**src/hdl/rlmc_pkg.sv**
```systemverilog
package rlmc_pkg;
	localparam int unsigned CLK_MHZ = 100;
	localparam int unsigned APB_AW = 8;
	localparam logic [APB_AW-1:0] OFS_MODE = 8'h00;
	localparam logic [APB_AW-1:0] OFS_AUDIO = 8'h04;
	// receive_mode_state field positions
	localparam int unsigned BIT_RATE_PICK = 6;
	localparam int unsigned BIT_AUTO_AUD = 5;
	localparam int unsigned BIT_FAST = 4;
	localparam int unsigned BIT_COAX = 3;
	localparam int unsigned BIT_RPT = 2;
	localparam logic RST_RATE_PICK = 1'b0;
	localparam logic RST_AUTO_AUD = 1'b1;
	// Audio status register fields
	localparam int unsigned AUD_MODE_LSB = 0;
	localparam int unsigned AUD_MANUAL_LSB = 4;
	localparam int unsigned AUD_SETTLE_BIT = 8;
	// Return path rates in Mbps
	localparam int unsigned RATE_SLOW_MBPS = 5;
	localparam int unsigned RATE_MID_MBPS = 10;
	localparam int unsigned RATE_FAST_MBPS = 20;
	localparam int unsigned DIV_SLOW = CLK_MHZ / RATE_SLOW_MBPS;
	localparam int unsigned DIV_MID = CLK_MHZ / RATE_MID_MBPS;
	localparam int unsigned DIV_FAST = CLK_MHZ / RATE_FAST_MBPS;
	// Quiet time after a rate change, in ns
	localparam int unsigned SETTLE_NS = 2000;
	localparam int unsigned SETTLE_CYC = (SETTLE_NS * CLK_MHZ + 999) / 1000;
	// Strap code bits
	localparam int unsigned STRAP_FAST = 0;
	localparam int unsigned STRAP_COAX = 1;
	localparam int unsigned STRAP_RPT = 2;
	// Aux data codes that name an audio serial format
	localparam logic [7:0] AUX_STD = 8'h10;
	localparam logic [7:0] AUX_LEFT = 8'h11;
	localparam logic [7:0] AUX_RIGHT = 8'h12;
	localparam logic [7:0] AUX_TDM = 8'h13;

	typedef enum logic [1:0] {
		RLMC_RATE_SLOW = 2'b00,
		RLMC_RATE_MID  = 2'b01,
		RLMC_RATE_FAST = 2'b10
	} rlmc_rate_t;

	typedef enum logic [1:0] {
		RLMC_AUD_STD   = 2'b00,
		RLMC_AUD_LEFT  = 2'b01,
		RLMC_AUD_RIGHT = 2'b10,
		RLMC_AUD_TDM   = 2'b11
	} rlmc_aud_t;

	typedef enum logic {
		RLMC_BUS_IDLE = 1'b0,
		RLMC_BUS_RESP = 1'b1
	} rlmc_bus_t;

	typedef struct packed {
		rlmc_rate_t rate;
		logic       coax;
		logic       repeater;
		logic       autoAudio;
		rlmc_aud_t  audioMode;
	} rlmc_link_cfg_t;

	typedef struct packed {
		logic ratePick;
		logic autoAud;
		logic fast;
		logic coax;
		logic repeater;
	} rlmc_mode_reg_t;
endpackage

```
**src/hdl/rlmc_top.sv**
```systemverilog
// Register access over APB and the register addresses were left to the implementer.
`timescale 1ns/1ns
// Notes on behaviour
// Fast bit clear: return path runs 5 Mbps if bit 6 is 0, else 10
// Fast bit (bit 4) set: bit 6 ignored, return path runs 20 Mbps
// Controller puts serializer in auto-acknowledge before changing rate bits; no such control here, rateSettling only flags the quiet time
// Auto audio bit (bit 5, reset 1) set: audio mode from aux codes
// Cable bit (bit 3): 0 shielded twisted pair, 1 coax
// Fast, cable and repeater bits preset from the mode strap pin
// Repeater bit (bit 2) read-only, reports strap; writes ignored
module rlmc_top #(
	parameter int unsigned SETTLE_CYCLES = rlmc_pkg::SETTLE_CYC
) (
	input  wire logic                         clk,
	input  wire logic                         sys_rst,
	input  wire logic                         psel,
	input  wire logic                         penable,
	input  wire logic                         pwrite,
	input  wire logic [rlmc_pkg::APB_AW-1:0]  paddr,
	input  wire logic [31:0]                  pwdata,
	input  wire logic [3:0]                   pstrb,
	output logic                              pready,
	output logic [31:0]                       prdata,
	output logic                              pslverr,
	input  wire logic [2:0]                   strapPinConfig,
	input  wire logic                         auxValid,
	input  wire logic [7:0]                   auxCode,
	output rlmc_pkg::rlmc_link_cfg_t          linkCfg,
	output logic                              returnPathTick,
	output logic                              rateSettling
);
	import rlmc_pkg::*;

	localparam int unsigned SCW = $clog2(SETTLE_CYCLES + 1);
	localparam int unsigned DVW = $clog2(DIV_SLOW + 1);

	if (SETTLE_CYCLES < 1) begin : gBadSettle
		$error("SETTLE_CYCLES must be at least one");
	end
	if (DIV_FAST < 2) begin : gBadClock
		$error("Clock too slow for the fastest return path rate");
	end

	function automatic rlmc_rate_t pickRate(input logic fast,
		input logic ratePick);
		if (fast)
			pickRate = RLMC_RATE_FAST;
		else if (ratePick)
			pickRate = RLMC_RATE_MID;
		else
			pickRate = RLMC_RATE_SLOW;
	endfunction

	function automatic logic [DVW-1:0] rateDiv(input rlmc_rate_t r);
		case (r)
			RLMC_RATE_FAST: rateDiv = DVW'(DIV_FAST);
			RLMC_RATE_MID:  rateDiv = DVW'(DIV_MID);
			default:        rateDiv = DVW'(DIV_SLOW);
		endcase
	endfunction

	function automatic logic [2:0] decodeAux(input logic [7:0] code);
		// Bit 2 marks a recognised code, bits 1:0 the format
		case (code)
			AUX_STD:   decodeAux = {1'b1, RLMC_AUD_STD};
			AUX_LEFT:  decodeAux = {1'b1, RLMC_AUD_LEFT};
			AUX_RIGHT: decodeAux = {1'b1, RLMC_AUD_RIGHT};
			AUX_TDM:   decodeAux = {1'b1, RLMC_AUD_TDM};
			default:   decodeAux = 3'h0;
		endcase
	endfunction

	// Strap synchroniser, left without reset so it is settled at release
	logic [2:0] strapMeta_q;
	logic [2:0] strapSync_q;

	always_ff @(posedge clk) begin
		strapMeta_q <= strapPinConfig;
		strapSync_q <= strapMeta_q;
	end

	// Register state
	rlmc_mode_reg_t mode_q, mode_d;
	logic           strapDone_q, strapDone_d;
	rlmc_aud_t      manualAud_q, manualAud_d;
	rlmc_aud_t      detAud_q, detAud_d;

	// Bus state
	rlmc_bus_t   bus_q, bus_d;
	logic        pready_q, pready_d;
	logic [31:0] prdata_q, prdata_d;
	logic        pslverr_q, pslverr_d;

	logic wrEn;
	logic wrMode;
	logic wrAud;
	logic hitMode;
	logic hitAud;
	logic [31:0] rdWord;

	always_comb begin
		hitMode = (paddr == OFS_MODE);
		hitAud = (paddr == OFS_AUDIO);
		// Write lands on the completing edge, while pready is high
		wrEn = psel && penable && pwrite && (bus_q == RLMC_BUS_RESP);
		wrMode = wrEn && hitMode && pstrb[0];
		wrAud = wrEn && hitAud && pstrb[0];
		rdWord = 32'h0;
		if (hitMode) begin
			rdWord[BIT_RATE_PICK] = mode_q.ratePick;
			rdWord[BIT_AUTO_AUD] = mode_q.autoAud;
			rdWord[BIT_FAST] = mode_q.fast;
			rdWord[BIT_COAX] = mode_q.coax;
			rdWord[BIT_RPT] = mode_q.repeater;
		end else if (hitAud) begin
			rdWord[AUD_MODE_LSB +: 2] = linkCfg.audioMode;
			rdWord[AUD_MANUAL_LSB +: 2] = manualAud_q;
			rdWord[AUD_SETTLE_BIT] = rateSettling;
		end
	end

	// APB slave: one wait state, answer registered
	always_comb begin
		bus_d = bus_q;
		pready_d = 1'b0;
		prdata_d = prdata_q;
		pslverr_d = 1'b0;
		case (bus_q)
			RLMC_BUS_IDLE: begin
				if (psel && penable) begin
					bus_d = RLMC_BUS_RESP;
					pready_d = 1'b1;
					pslverr_d = !(hitMode || hitAud);
					prdata_d = pwrite ? 32'h0 : rdWord;
				end
			end
			RLMC_BUS_RESP: begin
				bus_d = RLMC_BUS_IDLE;
			end
			default: begin
				bus_d = RLMC_BUS_IDLE;
			end
		endcase
	end

	always_ff @(posedge clk) begin
		if (sys_rst) begin
			bus_q <= RLMC_BUS_IDLE;
			pready_q <= 1'b0;
			prdata_q <= 32'h0;
			pslverr_q <= 1'b0;
		end else begin
			bus_q <= bus_d;
			pready_q <= pready_d;
			prdata_q <= prdata_d;
			pslverr_q <= pslverr_d;
		end
	end

	// Mode register, preset from the strap once after reset release
	always_comb begin
		mode_d = mode_q;
		strapDone_d = 1'b1;
		manualAud_d = manualAud_q;
		if (!strapDone_q) begin
			mode_d.fast = strapSync_q[STRAP_FAST];
			mode_d.coax = strapSync_q[STRAP_COAX];
			mode_d.repeater = strapSync_q[STRAP_RPT];
		end else if (wrMode) begin
			mode_d.ratePick = pwdata[BIT_RATE_PICK];
			mode_d.autoAud = pwdata[BIT_AUTO_AUD];
			mode_d.fast = pwdata[BIT_FAST];
			mode_d.coax = pwdata[BIT_COAX];
			mode_d.repeater = mode_q.repeater;
		end
		if (wrAud)
			manualAud_d = rlmc_aud_t'(pwdata[AUD_MANUAL_LSB +: 2]);
	end

	always_ff @(posedge clk) begin
		if (sys_rst) begin
			mode_q.ratePick <= RST_RATE_PICK;
			mode_q.autoAud <= RST_AUTO_AUD;
			mode_q.fast <= 1'b0;
			mode_q.coax <= 1'b0;
			mode_q.repeater <= 1'b0;
			strapDone_q <= 1'b0;
			manualAud_q <= RLMC_AUD_STD;
		end else begin
			mode_q <= mode_d;
			strapDone_q <= strapDone_d;
			manualAud_q <= manualAud_d;
		end
	end

	// Audio format tracking from aux codes
	logic [2:0] auxDec;

	always_comb begin
		auxDec = decodeAux(auxCode);
		detAud_d = detAud_q;
		if (auxValid && auxDec[2])
			detAud_d = rlmc_aud_t'(auxDec[1:0]);
	end

	always_ff @(posedge clk) begin
		if (sys_rst)
			detAud_q <= RLMC_AUD_STD;
		else
			detAud_q <= detAud_d;
	end

	// Link configuration and return path bit clock enable
	rlmc_link_cfg_t cfg_q, cfg_d;
	logic [DVW-1:0] div_q, div_d;
	logic           tick_q, tick_d;
	logic [SCW-1:0] settle_q, settle_d;
	logic           settling_q, settling_d;

	always_comb begin
		cfg_d.rate = pickRate(mode_q.fast, mode_q.ratePick);
		cfg_d.coax = mode_q.coax;
		cfg_d.repeater = mode_q.repeater;
		cfg_d.autoAudio = mode_q.autoAud;
		cfg_d.audioMode = mode_q.autoAud ? detAud_d : manualAud_q;
		tick_d = 1'b0;
		div_d = div_q + DVW'(1);
		// Rate change restarts the bit divider and flags settling
		if (cfg_d.rate != cfg_q.rate) begin
			div_d = '0;
			settle_d = SCW'(SETTLE_CYCLES);
		end else begin
			if (div_q >= rateDiv(cfg_q.rate) - DVW'(1)) begin
				div_d = '0;
				tick_d = 1'b1;
			end
			settle_d = (settle_q != '0) ? settle_q - SCW'(1) : settle_q;
		end
		// Errors on the return path are expected while this is high R3
		settling_d = (settle_d != '0);
	end

	always_ff @(posedge clk) begin
		if (sys_rst) begin
			cfg_q <= '{RLMC_RATE_SLOW, 1'b0, 1'b0, RST_AUTO_AUD,
				RLMC_AUD_STD};
			div_q <= '0;
			tick_q <= 1'b0;
			settle_q <= '0;
			settling_q <= 1'b0;
		end else begin
			cfg_q <= cfg_d;
			div_q <= div_d;
			tick_q <= tick_d;
			settle_q <= settle_d;
			settling_q <= settling_d;
		end
	end

	assign pready = pready_q;
	assign prdata = prdata_q;
	assign pslverr = pslverr_q;
	assign linkCfg = cfg_q;
	assign returnPathTick = tick_q;
	assign rateSettling = settling_q;
endmodule

```
**config.mk**
```make
export PLATFORM = sky130hd
export DESIGN_NAME = rlmc_top
export DESIGN_NICKNAME = d
export VERILOG_FILES = /design/src/hdl/rlmc_pkg.sv /design/src/hdl/rlmc_top.sv
export SDC_FILE = /design/constraint.sdc
export NUM_CORES = 1
export LEC_CHECK = 0
export BUFFER_PORTS_ARGS = -buffer_cell sky130_fd_sc_hd__buf_2
export CAP_MARGIN = 20
export CORE_MARGIN = 5
export CORE_UTILIZATION = 46
export CTS_CLUSTER_SIZE = 16
export DETAILED_ROUTE_END_ITERATION = 16
export PLACE_DENSITY = 0.78
export SLEW_MARGIN = 20
export SYNTH_ARGS = -nofsm -noshare
export SYNTH_HDL_FRONTEND = slang
export SYNTH_SLANG_ARGS = --single-unit
export TNS_END_PERCENT = 1
```
**constraint.sdc**
```tcl
create_clock -name clk -period 2.4 [get_ports clk]
set_clock_uncertainty 0.15 [all_clocks]
set_input_delay 0.24 -clock clk [delete_from_list [all_inputs] [get_ports clk]]
set_output_delay 0.24 -clock clk [all_outputs]
set_load 0.02 [all_outputs]
```
* After elaboration in Yosys (flattened, before gate mapping)
Index checks and enable logic that the tools add are counted.
** Cells by class
- Add/subtract/negate cells :: 3
- Order comparisons :: 1
- Equality and inequality tests :: 9
- Muxes and demuxes :: 24
- Bitwise operators :: 2
- Reduce and logical (&&, ||, !) cells :: 19
** Operator list (number)
- equality test 8 x 5 -> 1 bit, second input constant :: 4
- 2-to-1 mux 2 bit :: 8
- 2-to-1 mux 8 bit :: 2
- nonzero test 8 bit :: 2
- one-hot mux 3 bit (4 select lines) :: 1
- one-hot mux 5 bit (2 select lines) :: 1
- 2-to-1 mux 9 bit :: 1
- equality test 8 x 3 -> 1 bit, second input constant :: 1
- logical AND 1 bit :: 8
- logical NOT 8 bit :: 1
- subtractor 8 x 1 -> 8 bit, second input constant :: 1
- 2-to-1 mux 1 bit :: 7
- 2-to-1 mux 3 bit :: 2
- OR reduction 3 bit :: 2
- adder 5 x 1 -> 5 bit, second input constant :: 1
- >= comparator 5 bit :: 1
- 2-to-1 mux 5 bit :: 1
- subtractor 5 x 1 -> 5 bit, second input constant :: 1
- AND reduction 2 bit :: 2
- OR reduction 2 bit :: 2
- equality test 2 x 1 -> 1 bit, second input constant :: 1
- equality test 2 bit, second input constant :: 1
- inequality test 2 x 1 -> 1 bit, second input constant :: 1
- inequality test 2 bit :: 1
- 4 further kinds :: 5
** Word-level totals
- Register bits after elaboration :: 73
- Input port bits :: 61
- Output and inout port bits :: 43
- Word-level logic and storage cells :: 81

* Logic depth before layout (Yosys ltp)
Gate-level depths: netlist of the first run.
- Depth in word-level cells :: 7
- Depth in mapped cells :: 9
- Gate-level depth less buffers :: 9

* Worst setup path before layout of the first run
No wires, ideal clock.
- Kind :: reg-to-reg
- Start point :: register cfg_q, in the netlist linkCfg[5]
- End point :: register div_q[2]
- Setup time :: 0.064 ns
- Arrival :: 1.977 ns
- Required time :: 2.186 ns
- Path slack :: 0.208 ns
- Stages on the path, launching flop included :: 10
- Buffers on the path :: 0
- Period minus slack after synthesis :: 2.192 ns
- Path through :: dfxtp_1 -> inv_1 -> ha_1 -> inv_1 -> ha_1 -> nand2b_1 -> a21o_1 -> a21o_1 -> a311o_1 -> nor2_1
** Between the ends
- Word-level cells in the longest chain between the ends :: 6
- Elaborated cells on any way between the ends :: 8
- Classes of those cells :: 1 x add/sub; 1 x order compare; 3 x eq/ne; 2 x mux; 1 x reduce/logical
** Ends and longest elaborated chain
- start, declared :: line rlmc_top.sv:214 : rlmc_link_cfg_t cfg_q, cfg_d;
- start signal, assigned :: line rlmc_top.sv:245 : cfg_q <= '{RLMC_RATE_SLOW, 1'b0, 1'b0, RST_AUTO_AUD,
- start signal, assigned :: line rlmc_top.sv:252 : cfg_q <= cfg_d;
- equality test 2 x 1 -> 1 bit or equality test 2 bit (tied branches) :: line rlmc_top.sv:55 : case (r)
- one-hot mux 5 bit (2 select lines) :: line rlmc_top.sv:55
- 2-to-1 mux 5 bit :: line rlmc_top.sv:229 : if (cfg_d.rate != cfg_q.rate) begin
- subtractor 5 x 1 -> 5 bit :: line rlmc_top.sv:233 : if (div_q >= rateDiv(cfg_q.rate) - DVW'(1)) begin
- >= comparator 5 bit :: line rlmc_top.sv:233
- OR reduction 3 bit (no source line) (*)
- end signal, assigned :: line rlmc_top.sv:253 : div_q <= div_d;
- end, declared :: line rlmc_top.sv:215 : logic [DVW-1:0] div_q, div_d;
Mark *: on every way between the ends. The rest lies on a longest branch, timed or not. The select of a mux whose other input is x is not followed.
A chain may end at the register's enable or synchronous reset.

* Worst setup path after layout of the first run
- Start point :: register cfg_q, in the netlist linkCfg[6]
- End point :: register div_q[2]
The elaborated chain is that of the path after synthesis.

==> flow_metrics.py, run 1 <==
metrics = {
    "sta": {
        "share_of_the_clock_period_used_by_the_worst_path_pct": 91.3,
        "worst_slack_ps": 208,
        "fmax_ghz": 0.456,
        "slew_viol_final": 0,
        "grt_setup_unrepaired": "no",
        "worst_slew_margin_pct": 60.1,
        "timing.final.hold_violations": 0,
        "worst_slew_pin_slew_ps": 597,
        "setup_viol": 0,
        "finalWorstPathRequiredPeriod_ps": 2190,
        "aggregate_negative_setup_slack_ps": 0,
    },
    "finish": {
        "layout_stage_area_growth_over_the_synthesis_result_pct": 16.2,
        "antenna_cells_inserted": 0,
        "nFillCells": 415,
        "finish.instance_area_um2": 2620,
        "drive_gt1_share_pct": 24.8,
        "multiInputGateArea_um2": 1120,
        "finalNetCount": 357,
        "final_cell_mix": "sky130_fd_sc_hd__dfxtp_1 (48), sky130_fd_sc_hd__buf_2 (48), sky130_fd_sc_hd__nor2_1 (36)",
        "area.sequential_um2": 961,
    },
    "clock_network": {
        "number_of_buffers_created_by_cts": 5,
        "clock_root_buffer": "sky130_fd_sc_hd__clkbuf_8",
        "cts_tree": "done",
        "cts.repair_timing.setup_buffer_count": 0,
        "cts.sinks": 48,
        "clock_path_buffers": 2,
        "cts.reportedPaths.clkPinSlew_ps": 90,
        "h_tree_levels": 2,
        "clock_insertion_delay_worst_skew_ps": 300,
    },
    "worst_setup_path": {
        "crit_arrival_ps": 2290,
        "cp_data_required_time_ps": 2500,
        "setup.worst_path.start_class": "register",
        "crit_path_end_kind": "register",
        "worst_path_bufs_invs": 1,
        "crit_path_cell_trace": "ha_1, inv_1, ha_1, nand2b_1, a21o_1, a21o_1, a311o_1, nor2_1",
        "r2r_end": "div_q[2]",
        "cp_slowest_stage_delay_ps": 470,
        "maximum_fanout_along_the_worst_path": 6,
        "crit_type": "reg2reg",
        "critPathTopFamily": "compound AO/OA/AOI/OAI gates",
        "r2r_start": "linkCfg[6]",
        "setup_slack_of_the_worst_register_to_register_path_ps": 210,
        "reg2regPathDepth": 8,
        "slowest_stage_cell_crit_path": "sky130_fd_sc_hd__dfxtp_1",
    },
    "synthesis": {
        "synth_flop_cell": "sky130_fd_sc_hd__dfxtp_1",
        "synth_enable_flop_cells": 0,
        "synth.ff_latch_count": 48,
        "syn-mean-instance-area_um2": 9.67,
        "post_synth_main_area_contributors": "sky130_fd_sc_hd__dfxtp_1 (43%), sky130_fd_sc_hd__buf_4 (8.0%), sky130_fd_sc_hd__ha_1 (6.1%), sky130_fd_sc_hd__nor2_1 (6.0%), sky130_fd_sc_hd__mux2i_1 (4.4%)",
        "synth_cell_type_count": 47,
        "synthesis.yosys.warnings": 0,
        "synth_top_area_cell": "sky130_fd_sc_hd__dfxtp_1",
        "mappedNetlistArea_um2": 2250,
        "synth-seq-area-share_pct": 42.7,
        "synth-async-reset-ratio_pct": 0,
        "synth_top_area_share_pct": 42.7,
        "synthesized_netlist_cell_count": 233,
    },
    "place": {
        "post-place-ws_ps": 219,
        "place.detailed.hpwl_um": 3220,
        "postPlaceCellArea_um2": 2470,
        "buffer_ports.inserted": 48,
        "place_congestion": 0.826,
    },
    "grt": {
        "grt_max_degree": 31,
        "vias_in_the_first_global_route": 1613,
        "antenna_violations_before_repair": 0,
        "grt.met1_usage_pct": 17.0,
        "global_route.usage.total_pct": 13.3,
        "grt_pass1_wl_um": 7000,
        "grt-busiest-layer": "met2",
        "met3_usage_pct": 2.82,
        "use_met2_pct": 22.3,
        "grt-ovfl-total": 0,
    },
    "route": {
        "drt-initial-drc-count": 86,
        "drt_pre_antenna_iters": 4,
        "route.antenna.remaining_nets": 0,
        "drt-wirelength-per-cell_um": 11.9,
        "routed_wl_um": 4180,
        "via_count": 1661,
        "detailed_route_drc_error_count": 0,
        "route.detailed.vias_per_inst": 4.71,
    },
    "power_and_ir_drop": {
        "share_comb_of_total_power_pct": 28.1,
        "sequentialPowerShare_pct": 44.7,
        "total_switching_power_uw": 718,
        "power.ir.vdd_worst_mv": 0.620,
        "p_int_uw": 1490,
        "clockPowerShare_pct": 27.2,
        "post-layout-total-power_uw": 2210,
        "cellLeakagePower_uw": 0.00122,
        "power.share.switching_pct": 32.5,
        "powerDensity_nw_per_um2": 843,
    },
    "min_path": {
        "hold_path_startpoint": "pwdata[5]",
        "worst_hold_path.endpoint": "cfg_d[2]",
        "whs_path_depth": 3,
        "hold_path.class": "in2reg",
    },
    "run_status": {
        "run_status": "finished clean",
    },
    "run": {
        "drv_cap": 0,
    },
    "floorplan": {
        "std_cell_rows": 25,
        "fp.dieW_um": 80.0,
        "die_area_um2": 6400,
        "fp.dieH_um": 80.0,
        "ioPinCount": 104,
        "start_util_pct": 47.7,
        "coreArea_um2": 4720,
    },
}
through the flow:
step,instances,util [%],hold WS [ps]
final,353,55.4,32.9
after CTS,353,55.4,26.2
after floorplan,256,-,118
after global placement,342,52.2,160
after detailed placement,342,52.2,162
after global routing,353,55.4,51.9
power groups by stage:
stage / logic [uW] / registers, uW / clock network (uW)
floorplan: 556 / 961 / 0
global placement: 600 / 999 / 0
detailed placement: 615 / 1000 / 0
CTS: 624 / 985 / 613
global route: 705 / 1000 / 661
finish: 620 / 985 / 600
worst register-to-register path: cells and delay by family (launching register included):
family	cells	cell delay, ps
flip-flops	1	470
AO/OA/AOI/OAI	3	770
adder cells (fa/ha/maj)	2	450
buffers and inverters	1	40
AND/OR/NAND/NOR	2	260
state kept, by name (all words and copies together) (netlist names), 3 cells and up:
| register | cells |
|---|---|
| strapMeta_q | 3 |
| strapSync_q | 3 |
| div_q | 5 |
| linkCfg | 7 |
| settle_q | 8 |
| prdata | 8 |
| cfg_d | 3 |
layout make-up:
class	count	share of cell area, %
clock inverters	2	1.48
inverters	13	1.86
well taps	67	3.20
flip-flops and latches	48	36.7
clock buffers	6	3.15
multi-input cells	165	43.0
repair buffers	52	10.6
timing repair:
action | 4_1_cts | 5_1_grt
resized for setup | 0 | 0
hold buffers | 3 | 0
hold endpoints to repair | 3 | 0
cells by family after synthesis:
group	share of synthesized area (%)
buffers and inverters	11.2
xor gates and xnor gates	2.33
muxes	4.44
and+or+nand+nor	22.7
adders and majority gates	6.11
AOI/OAI and AO/OA	10.3
other	0.167
DFF	42.7
worst max path at each step:
stage	startpoint	to	cells after the start
global route	linkCfg[6]	div_q[2]	8
detailed placement	linkCfg[6]	div_q[2]	8
finish	linkCfg[6]	div_q[2]	8
floorplan	linkCfg[5]	div_q[2]	9
global placement	linkCfg[6]	div_q[2]	8
CTS	linkCfg[6]	div_q[2]	8
Yosys cell counts, types with 5 or more instances:
cell type                 number
sky130_fd_sc_hd__buf_4        24
sky130_fd_sc_hd__a22oi_1       6
sky130_fd_sc_hd__inv_1        13
sky130_fd_sc_hd__ha_1         11
sky130_fd_sc_hd__a21oi_1       7
sky130_fd_sc_hd__nor3_1        5
sky130_fd_sc_hd__dfxtp_1      48
sky130_fd_sc_hd__nand2_1      10
sky130_fd_sc_hd__nor2_1       36
sky130_fd_sc_hd__mux2i_1      10
layer usage:
layer	vias to the layer above	wire length, um
met5	-	0
met4	0	42
met3	6	284
met2	48	2000
met1	752	1860
li1	855	-
(Power assumes the default switching activity.)
==> inputs of run 2 (changes only) <==
--- a/config.mk
+++ b/config.mk
@@ -8,11 +8,10 @@
 export BUFFER_PORTS_ARGS = -buffer_cell sky130_fd_sc_hd__buf_2
 export CAP_MARGIN = 20
 export CORE_MARGIN = 5
-export CORE_UTILIZATION = 46
+export CORE_UTILIZATION = 42
 export CTS_CLUSTER_SIZE = 16
 export DETAILED_ROUTE_END_ITERATION = 16
-export PLACE_DENSITY = 0.78
-export SLEW_MARGIN = 20
+export PLACE_DENSITY = 0.75
 export SYNTH_ARGS = -nofsm -noshare
 export SYNTH_HDL_FRONTEND = slang
 export SYNTH_SLANG_ARGS = --single-unit
==> constraint.sdc (replaced) <==
create_clock -name clk -period 1.9 [get_ports clk]
set_clock_uncertainty 0.15 [all_clocks]
set_input_delay 0.19 -clock clk [delete_from_list [all_inputs] [get_ports clk]]
set_output_delay 0.19 -clock clk [all_outputs]
set_load 0.02 [all_outputs]
==> run 2 against run 1 <==
Against the previous run:
- the run now ends with negative setup slack left
- worst hold slack got worse by 31 ps
- critical path depth increased by 1
- worst setup slack got worse by 310 ps
- total power increased by 23%
- largest cell class unchanged
==> flow_metrics.py, run 2 (synthesized netlist as in run 1, its figures left out) <==
metrics = {
    "grt": {
        "grt_pass1_wl_um": 7470,
        "antenna_violations_before_repair": 0,
        "grt_max_degree": 18,
        "vias_in_the_first_global_route": 1682,
        "grt-ovfl-total": 0,
        "global_route.usage.total_pct": 12.8,
    },
    "power_and_ir_drop": {
        "total_switching_power_uw": 931,
        "cellLeakagePower_uw": 0.00126,
        "post-layout-total-power_uw": 2720,
        "p_int_uw": 1790,
        "clockPowerShare_pct": 23.1,
        "powerDensity_nw_per_um2": 1010,
        "power.share.switching_pct": 34.2,
        "sequentialPowerShare_pct": 45.4,
        "power.ir.vdd_worst_mv": 0.562,
        "share_comb_of_total_power_pct": 31.5,
    },
    "sta": {
        "timing.final.hold_violations": 0,
        "share_of_the_clock_period_used_by_the_worst_path_pct": 105,
        "grt_setup_unrepaired": "yes",
        "fmax_ghz": 0.500,
        "worst_slack_ps": -100,
        "slew_viol_final": 0,
        "finalWorstPathRequiredPeriod_ps": 2000,
        "setup_viol": 5,
    },
    "place": {
        "place_congestion": 0.802,
        "buffer_ports.inserted": 48,
        "postPlaceCellArea_um2": 2530,
        "place.detailed.hpwl_um": 3450,
    },
    "worst_setup_path": {
        "crit_path_cell_trace": "inv_2, ha_2, inv_1, ha_1, nand2b_4, a21o_1, a21o_1, a311o_1, nor2_1",
        "critPathTopFamily": "compound AO/OA/AOI/OAI gates",
        "worst_path_most_repeated_cell": "sky130_fd_sc_hd__a21o_1",
        "cp_data_required_time_ps": 1980,
        "startpoint": "linkCfg[5]",
        "crit_path_end_kind": "register",
        "worstSetupPathDepth": 9,
        "crit_arrival_ps": 2080,
        "slowest_stage_cell_crit_path": "sky130_fd_sc_hd__dfxtp_4",
        "maximum_fanout_along_the_worst_path": 5,
        "worst_path_bufs_invs": 2,
        "reg2regPathDepth": 9,
        "cp_slowest_stage_delay_ps": 350,
        "crit_type": "reg2reg",
        "r2r_start": "linkCfg[5]",
        "setup.worst_path.start_class": "register",
    },
    "floorplan": {
        "ioPinCount": 104,
        "fp.dieH_um": 83.2,
        "std_cell_rows": 26,
        "coreArea_um2": 5170,
        "die_area_um2": 6930,
        "fp.dieW_um": 83.2,
        "start_util_pct": 43.5,
    },
    "route": {
        "drt-initial-drc-count": 129,
        "routed_wl_um": 4320,
        "drt-wirelength-per-cell_um": 11.8,
        "detailed_route_drc_error_count": 0,
        "drt_pre_antenna_iters": 4,
        "route.detailed.vias_per_inst": 4.82,
        "route.antenna.remaining_nets": 0,
        "via_count": 1758,
    },
    "clock_network": {
        "h_tree_levels": 2,
        "cts_tree": "done",
        "clock_path_buffers": 2,
        "clock_insertion_delay_worst_skew_ps": 300,
        "cts.sinks": 48,
        "number_of_buffers_created_by_cts": 5,
        "cts.reportedPaths.clkPinSlew_ps": 80,
        "clock_root_buffer": "sky130_fd_sc_hd__clkbuf_8",
    },
    "run_status": {
        "run_status": "finished with violations",
        "failed_checks": "negative setup slack",
    },
    "run": {
        "drv_cap": 0,
    },
    "finish": {
        "layout_stage_area_growth_over_the_synthesis_result_pct": 19.4,
        "final_cell_mix": "sky130_fd_sc_hd__buf_2 (48), sky130_fd_sc_hd__dfxtp_1 (46), sky130_fd_sc_hd__nor2_1 (36)",
        "finalNetCount": 366,
        "drive_gt1_share_pct": 28.5,
        "antenna_cells_inserted": 0,
        "finish.instance_area_um2": 2690,
        "layout.cells.most_common": "sky130_fd_sc_hd__buf_2",
    },
    "min_path": {
        "whs_path_depth": 3,
        "hold_path.class": "in2reg",
        "hold_path_startpoint": "pwdata[6]",
    },
}
==> run 2: area by class of cell <==
cell class	count	area, um^2
Clock inverter	2	13.8
Clock buffer	6	82.6
Multi-Input combinational cell	165	1140
Tap cell	70	87.6
Sequential cell	48	968
Inverter	13	48.8
Timing Repair Buffer	61	350
Fill cell	475	2480
==> run 2: layer usage <==
metal	wire [um]	part of all wire (%)	global-route usage, %	vias to the layer above
met2	2050	47	21.8	69
met5	0	0	0	-
met3	402	9.3	3.96	9
met1	1770	41	14.9	808
li1	-	-	-	872
met4	99	2.3	5.05	0
==> run 2: worst paths after layout <==
check,endpoint,slack [ps]
min reg2reg,strapSync_q[2],180
min,mode_q[4],2
max,div_q[2],-100
max reg2reg,div_q[2],-100
==> run 2: tightest hold or removal path, cell delays in order <==
cell	delay [ps]
sky130_fd_sc_hd__buf_2	90
sky130_fd_sc_hd__mux2i_1	60
sky130_fd_sc_hd__nor2_1	70
==> run 2: power by group through the flow <==
| stage | registers, uW | clock network [uW] | logic, uW |
|---|---|---|---|
| finish | 1230 | 629 | 858 |
| floorplan | 1210 | 0 | 702 |
| CTS | 1230 | 660 | 848 |
| global placement | 1250 | 0 | 808 |
| global route | 1250 | 700 | 954 |
| detailed placement | 1250 | 0 | 827 |
==> run 2: per-stage QoR <==
step / std cells / setup WS [ps] / utilization (%) / setup TNS (ps) / hold slack [ps]
6_report: 365 / -100 / 52.0 / -411 / 1.92
3_3_place_gp: 352 / -46.5 / 49.0 / -160 / 145
4_1_cts: 365 / -109 / 51.9 / -446 / 0.178
5_1_grt: 365 / -200 / 52.0 / -920 / 38.9
2_1_floorplan: 256 / -7.98 / - / -7.98 / 67.7
3_5_place_dp: 352 / -84.0 / 49.0 / -334 / 144
==> run 2: repair_timing <==
item / in CTS / in global routing
resized for setup: 1 / 1
pin swaps: 1 / 0
endpoints found under the hold margin: 6 / 0
hold buffers: 5 / 0
endpoints found under the setup margin: 5 / 6
setup buffers: 0 / 0
==> inputs of run 3 (changes only) <==
--- a/config.mk
+++ b/config.mk
@@ -12,6 +12,7 @@
 export CTS_CLUSTER_SIZE = 16
 export DETAILED_ROUTE_END_ITERATION = 16
 export PLACE_DENSITY = 0.75
+export RECOVER_POWER = 100
 export SYNTH_ARGS = -nofsm -noshare
 export SYNTH_HDL_FRONTEND = slang
 export SYNTH_SLANG_ARGS = --single-unit
==> run 3 against run 2 <==
Against the previous run:
- the flow still finishes with violations (negative setup slack)
- critical endpoint unchanged
- routed wire length grew 2.5%
- highest routed layer unchanged
- utilization decreased by 1.6 points
- non-clock buffer count unchanged
- critical path type unchanged
==> flow_metrics.py, run 3 (synthesized netlist as in run 1, its figures left out) <==
metrics = {
    "sta": {
        "finalWorstPathRequiredPeriod_ps": 2000,
        "slew_viol_final": 0,
        "share_of_the_clock_period_used_by_the_worst_path_pct": 105,
        "worst_slew_margin_pct": 51.5,
        "setup_viol": 6,
        "worst_slack_ps": -98.4,
        "worst_slew_pin_slew_ps": 728,
        "fmax_ghz": 0.500,
        "timing.final.hold_violations": 0,
        "grt_setup_unrepaired": "yes",
    },
    "clock_network": {
        "cts.reportedPaths.clkPinSlew_ps": 80,
        "h_tree_levels": 2,
        "clock_root_buffer": "sky130_fd_sc_hd__clkbuf_8",
        "cts.sinks": 48,
        "number_of_buffers_created_by_cts": 5,
        "clock_insertion_delay_worst_skew_ps": 300,
        "cts_tree": "done",
        "clock_path_buffers": 2,
    },
    "route": {
        "via_count": 1749,
        "route.detailed.vias_per_inst": 4.79,
        "drt-initial-drc-count": 148,
        "drt_pre_antenna_iters": 4,
        "routed_wl_um": 4420,
        "route.antenna.remaining_nets": 0,
        "drt-wirelength-per-cell_um": 12.1,
        "detailed_route_drc_error_count": 0,
    },
    "worst_setup_path": {
        "crit_arrival_ps": 2080,
        "r2r_end": "div_q[2]",
        "cp_data_required_time_ps": 1980,
        "crit_path_end_kind": "register",
        "crit_type": "reg2reg",
        "setup.worst_path.start_class": "register",
        "maximum_fanout_along_the_worst_path": 5,
        "reg2regPathDepth": 9,
        "setup_slack_of_the_worst_register_to_register_path_ps": -100,
        "r2r_start": "linkCfg[5]",
    },
    "finish": {
        "drive_gt1_share_pct": 20.3,
        "nFillCells": 491,
        "area.sequential_um2": 968,
        "multiInputGateArea_um2": 1090,
        "layout.cells.most_common": "sky130_fd_sc_hd__dfxtp_1",
        "layout_stage_area_growth_over_the_synthesis_result_pct": 15.8,
        "postLayoutCoreUtil_pct": 50.4,
        "final_cell_mix": "sky130_fd_sc_hd__dfxtp_1 (46), sky130_fd_sc_hd__nor2_1 (37), sky130_fd_sc_hd__buf_2 (29)",
        "antenna_cells_inserted": 0,
        "finish.instance_area_um2": 2610,
        "finalNetCount": 366,
    },
    "grt": {
        "global_route.usage.total_pct": 12.8,
        "grt-ovfl-total": 0,
        "grt_max_degree": 18,
        "grt_pass1_wl_um": 7470,
        "antenna_violations_before_repair": 0,
        "vias_in_the_first_global_route": 1682,
    },
    "power_and_ir_drop": {
        "powerDensity_nw_per_um2": 1030,
        "power.ir.vdd_worst_mv": 0.560,
        "cellLeakagePower_uw": 0.00115,
    },
    "floorplan": {
        "ioPinCount": 104,
        "coreArea_um2": 5170,
        "die_area_um2": 6930,
        "fp.dieH_um": 83.2,
        "fp.dieW_um": 83.2,
        "std_cell_rows": 26,
        "start_util_pct": 43.5,
    },
    "place": {
        "place.detailed.hpwl_um": 3450,
        "place_congestion": 0.802,
        "buffer_ports.inserted": 48,
        "postPlaceCellArea_um2": 2530,
    },
    "run": {
        "drv_cap": 0,
    },
    "min_path": {
        "hold_path_startpoint": "pwdata[6]",
        "whs_path_depth": 3,
        "hold_path.class": "in2reg",
        "worst_hold_path.endpoint": "mode_q[4]",
    },
    "run_status": {
        "failed_checks": "negative setup slack",
        "run_status": "finished with violations",
    },
}
run 3: cell types whose count changed in the layout (fill, tap and decap cells not counted), moves of 2 or more:
cell / delta
sky130_fd_sc_hd__and2_1: -2
sky130_fd_sc_hd__clkbuf_1: +21
sky130_fd_sc_hd__buf_2: -19
sky130_fd_sc_hd__nor4_2: +2
sky130_fd_sc_hd__and2_0: +2
sky130_fd_sc_hd__buf_4: -2
sky130_fd_sc_hd__nor4_4: -2
run 3: worst max-delay path by stage:
stage                     endpoint  depth (start not counted)       start  slack, ps
after detailed placement  div_q[2]                          9  linkCfg[5]        -80
after global routing      div_q[2]                          9  linkCfg[5]       -200
after global placement    div_q[0]                          9  linkCfg[5]        -50
after floorplan           div_q[0]                          9  linkCfg[5]         -8
final                     div_q[2]                          9  linkCfg[5]       -100
after CTS                 div_q[2]                          9  linkCfg[5]       -110
run 3: layer usage:
metal / routed length [um] / global-route usage, % / share of wire, % / vias up
li1: - / - / - / 868
met1: 1930 / 14.9 / 44 / 809
met2: 2070 / 21.8 / 47 / 65
met3: 348 / 3.96 / 7.9 / 7
met4: 76 / 5.05 / 1.7 / 0
met5: 0 / 0 / 0 / -
run 3: critical path, cell delays in order, from the launching register on:
cell	delay, ps
sky130_fd_sc_hd__dfxtp_4	350
sky130_fd_sc_hd__inv_2	60
sky130_fd_sc_hd__ha_2	150
sky130_fd_sc_hd__inv_1	40
sky130_fd_sc_hd__ha_1	260
sky130_fd_sc_hd__nand2b_4	140
sky130_fd_sc_hd__a21o_1	170
sky130_fd_sc_hd__a21o_1	170
sky130_fd_sc_hd__a311o_1	330
sky130_fd_sc_hd__nor2_1	120
run 3: stage by stage:
stage	worst slack, ps	hold WS, ps	std cells	setup TNS (ps)	power (uW)
2_1_floorplan	-7.98	67.7	256	-7.98	1910
3_3_place_gp	-46.5	145	352	-160	2060
3_5_place_dp	-84.0	144	352	-334	2080
4_1_cts	-109	0.178	365	-446	2740
5_1_grt	-200	38.9	365	-1080	2850
6_report	-98.4	3.51	365	-471	2680
run 3: layout make-up:
cell class	count	area share [%]
Clock buffer	6	3.17
Inverter	13	1.87
Sequential cell	48	37.1
Tap cell	70	3.36
Multi-Input combinational cell	165	41.7
Clock inverter	2	0.528
Timing Repair Buffer	61	12.2
run 3: what timing repair did:
item / CTS / global route
pin swaps: 1 / 0
hold buffers: 5 / 0
endpoints found under the hold margin: 6 / 0
resized for setup: 1 / 1
setup endpoints to repair: 5 / 6
buffers inserted: 0 / 0
run 3: report_power, final:
| part | total (uW) | leakage (uW) | internal [uW] | switching [uW] |
|---|---|---|---|---|
| Combinational | 822 | 0.000706 | 356 | 466 |
| Sequential | 1220 | 0.000395 | 1100 | 125 |
| Clock | 637 | 0.0000516 | 298 | 339 |
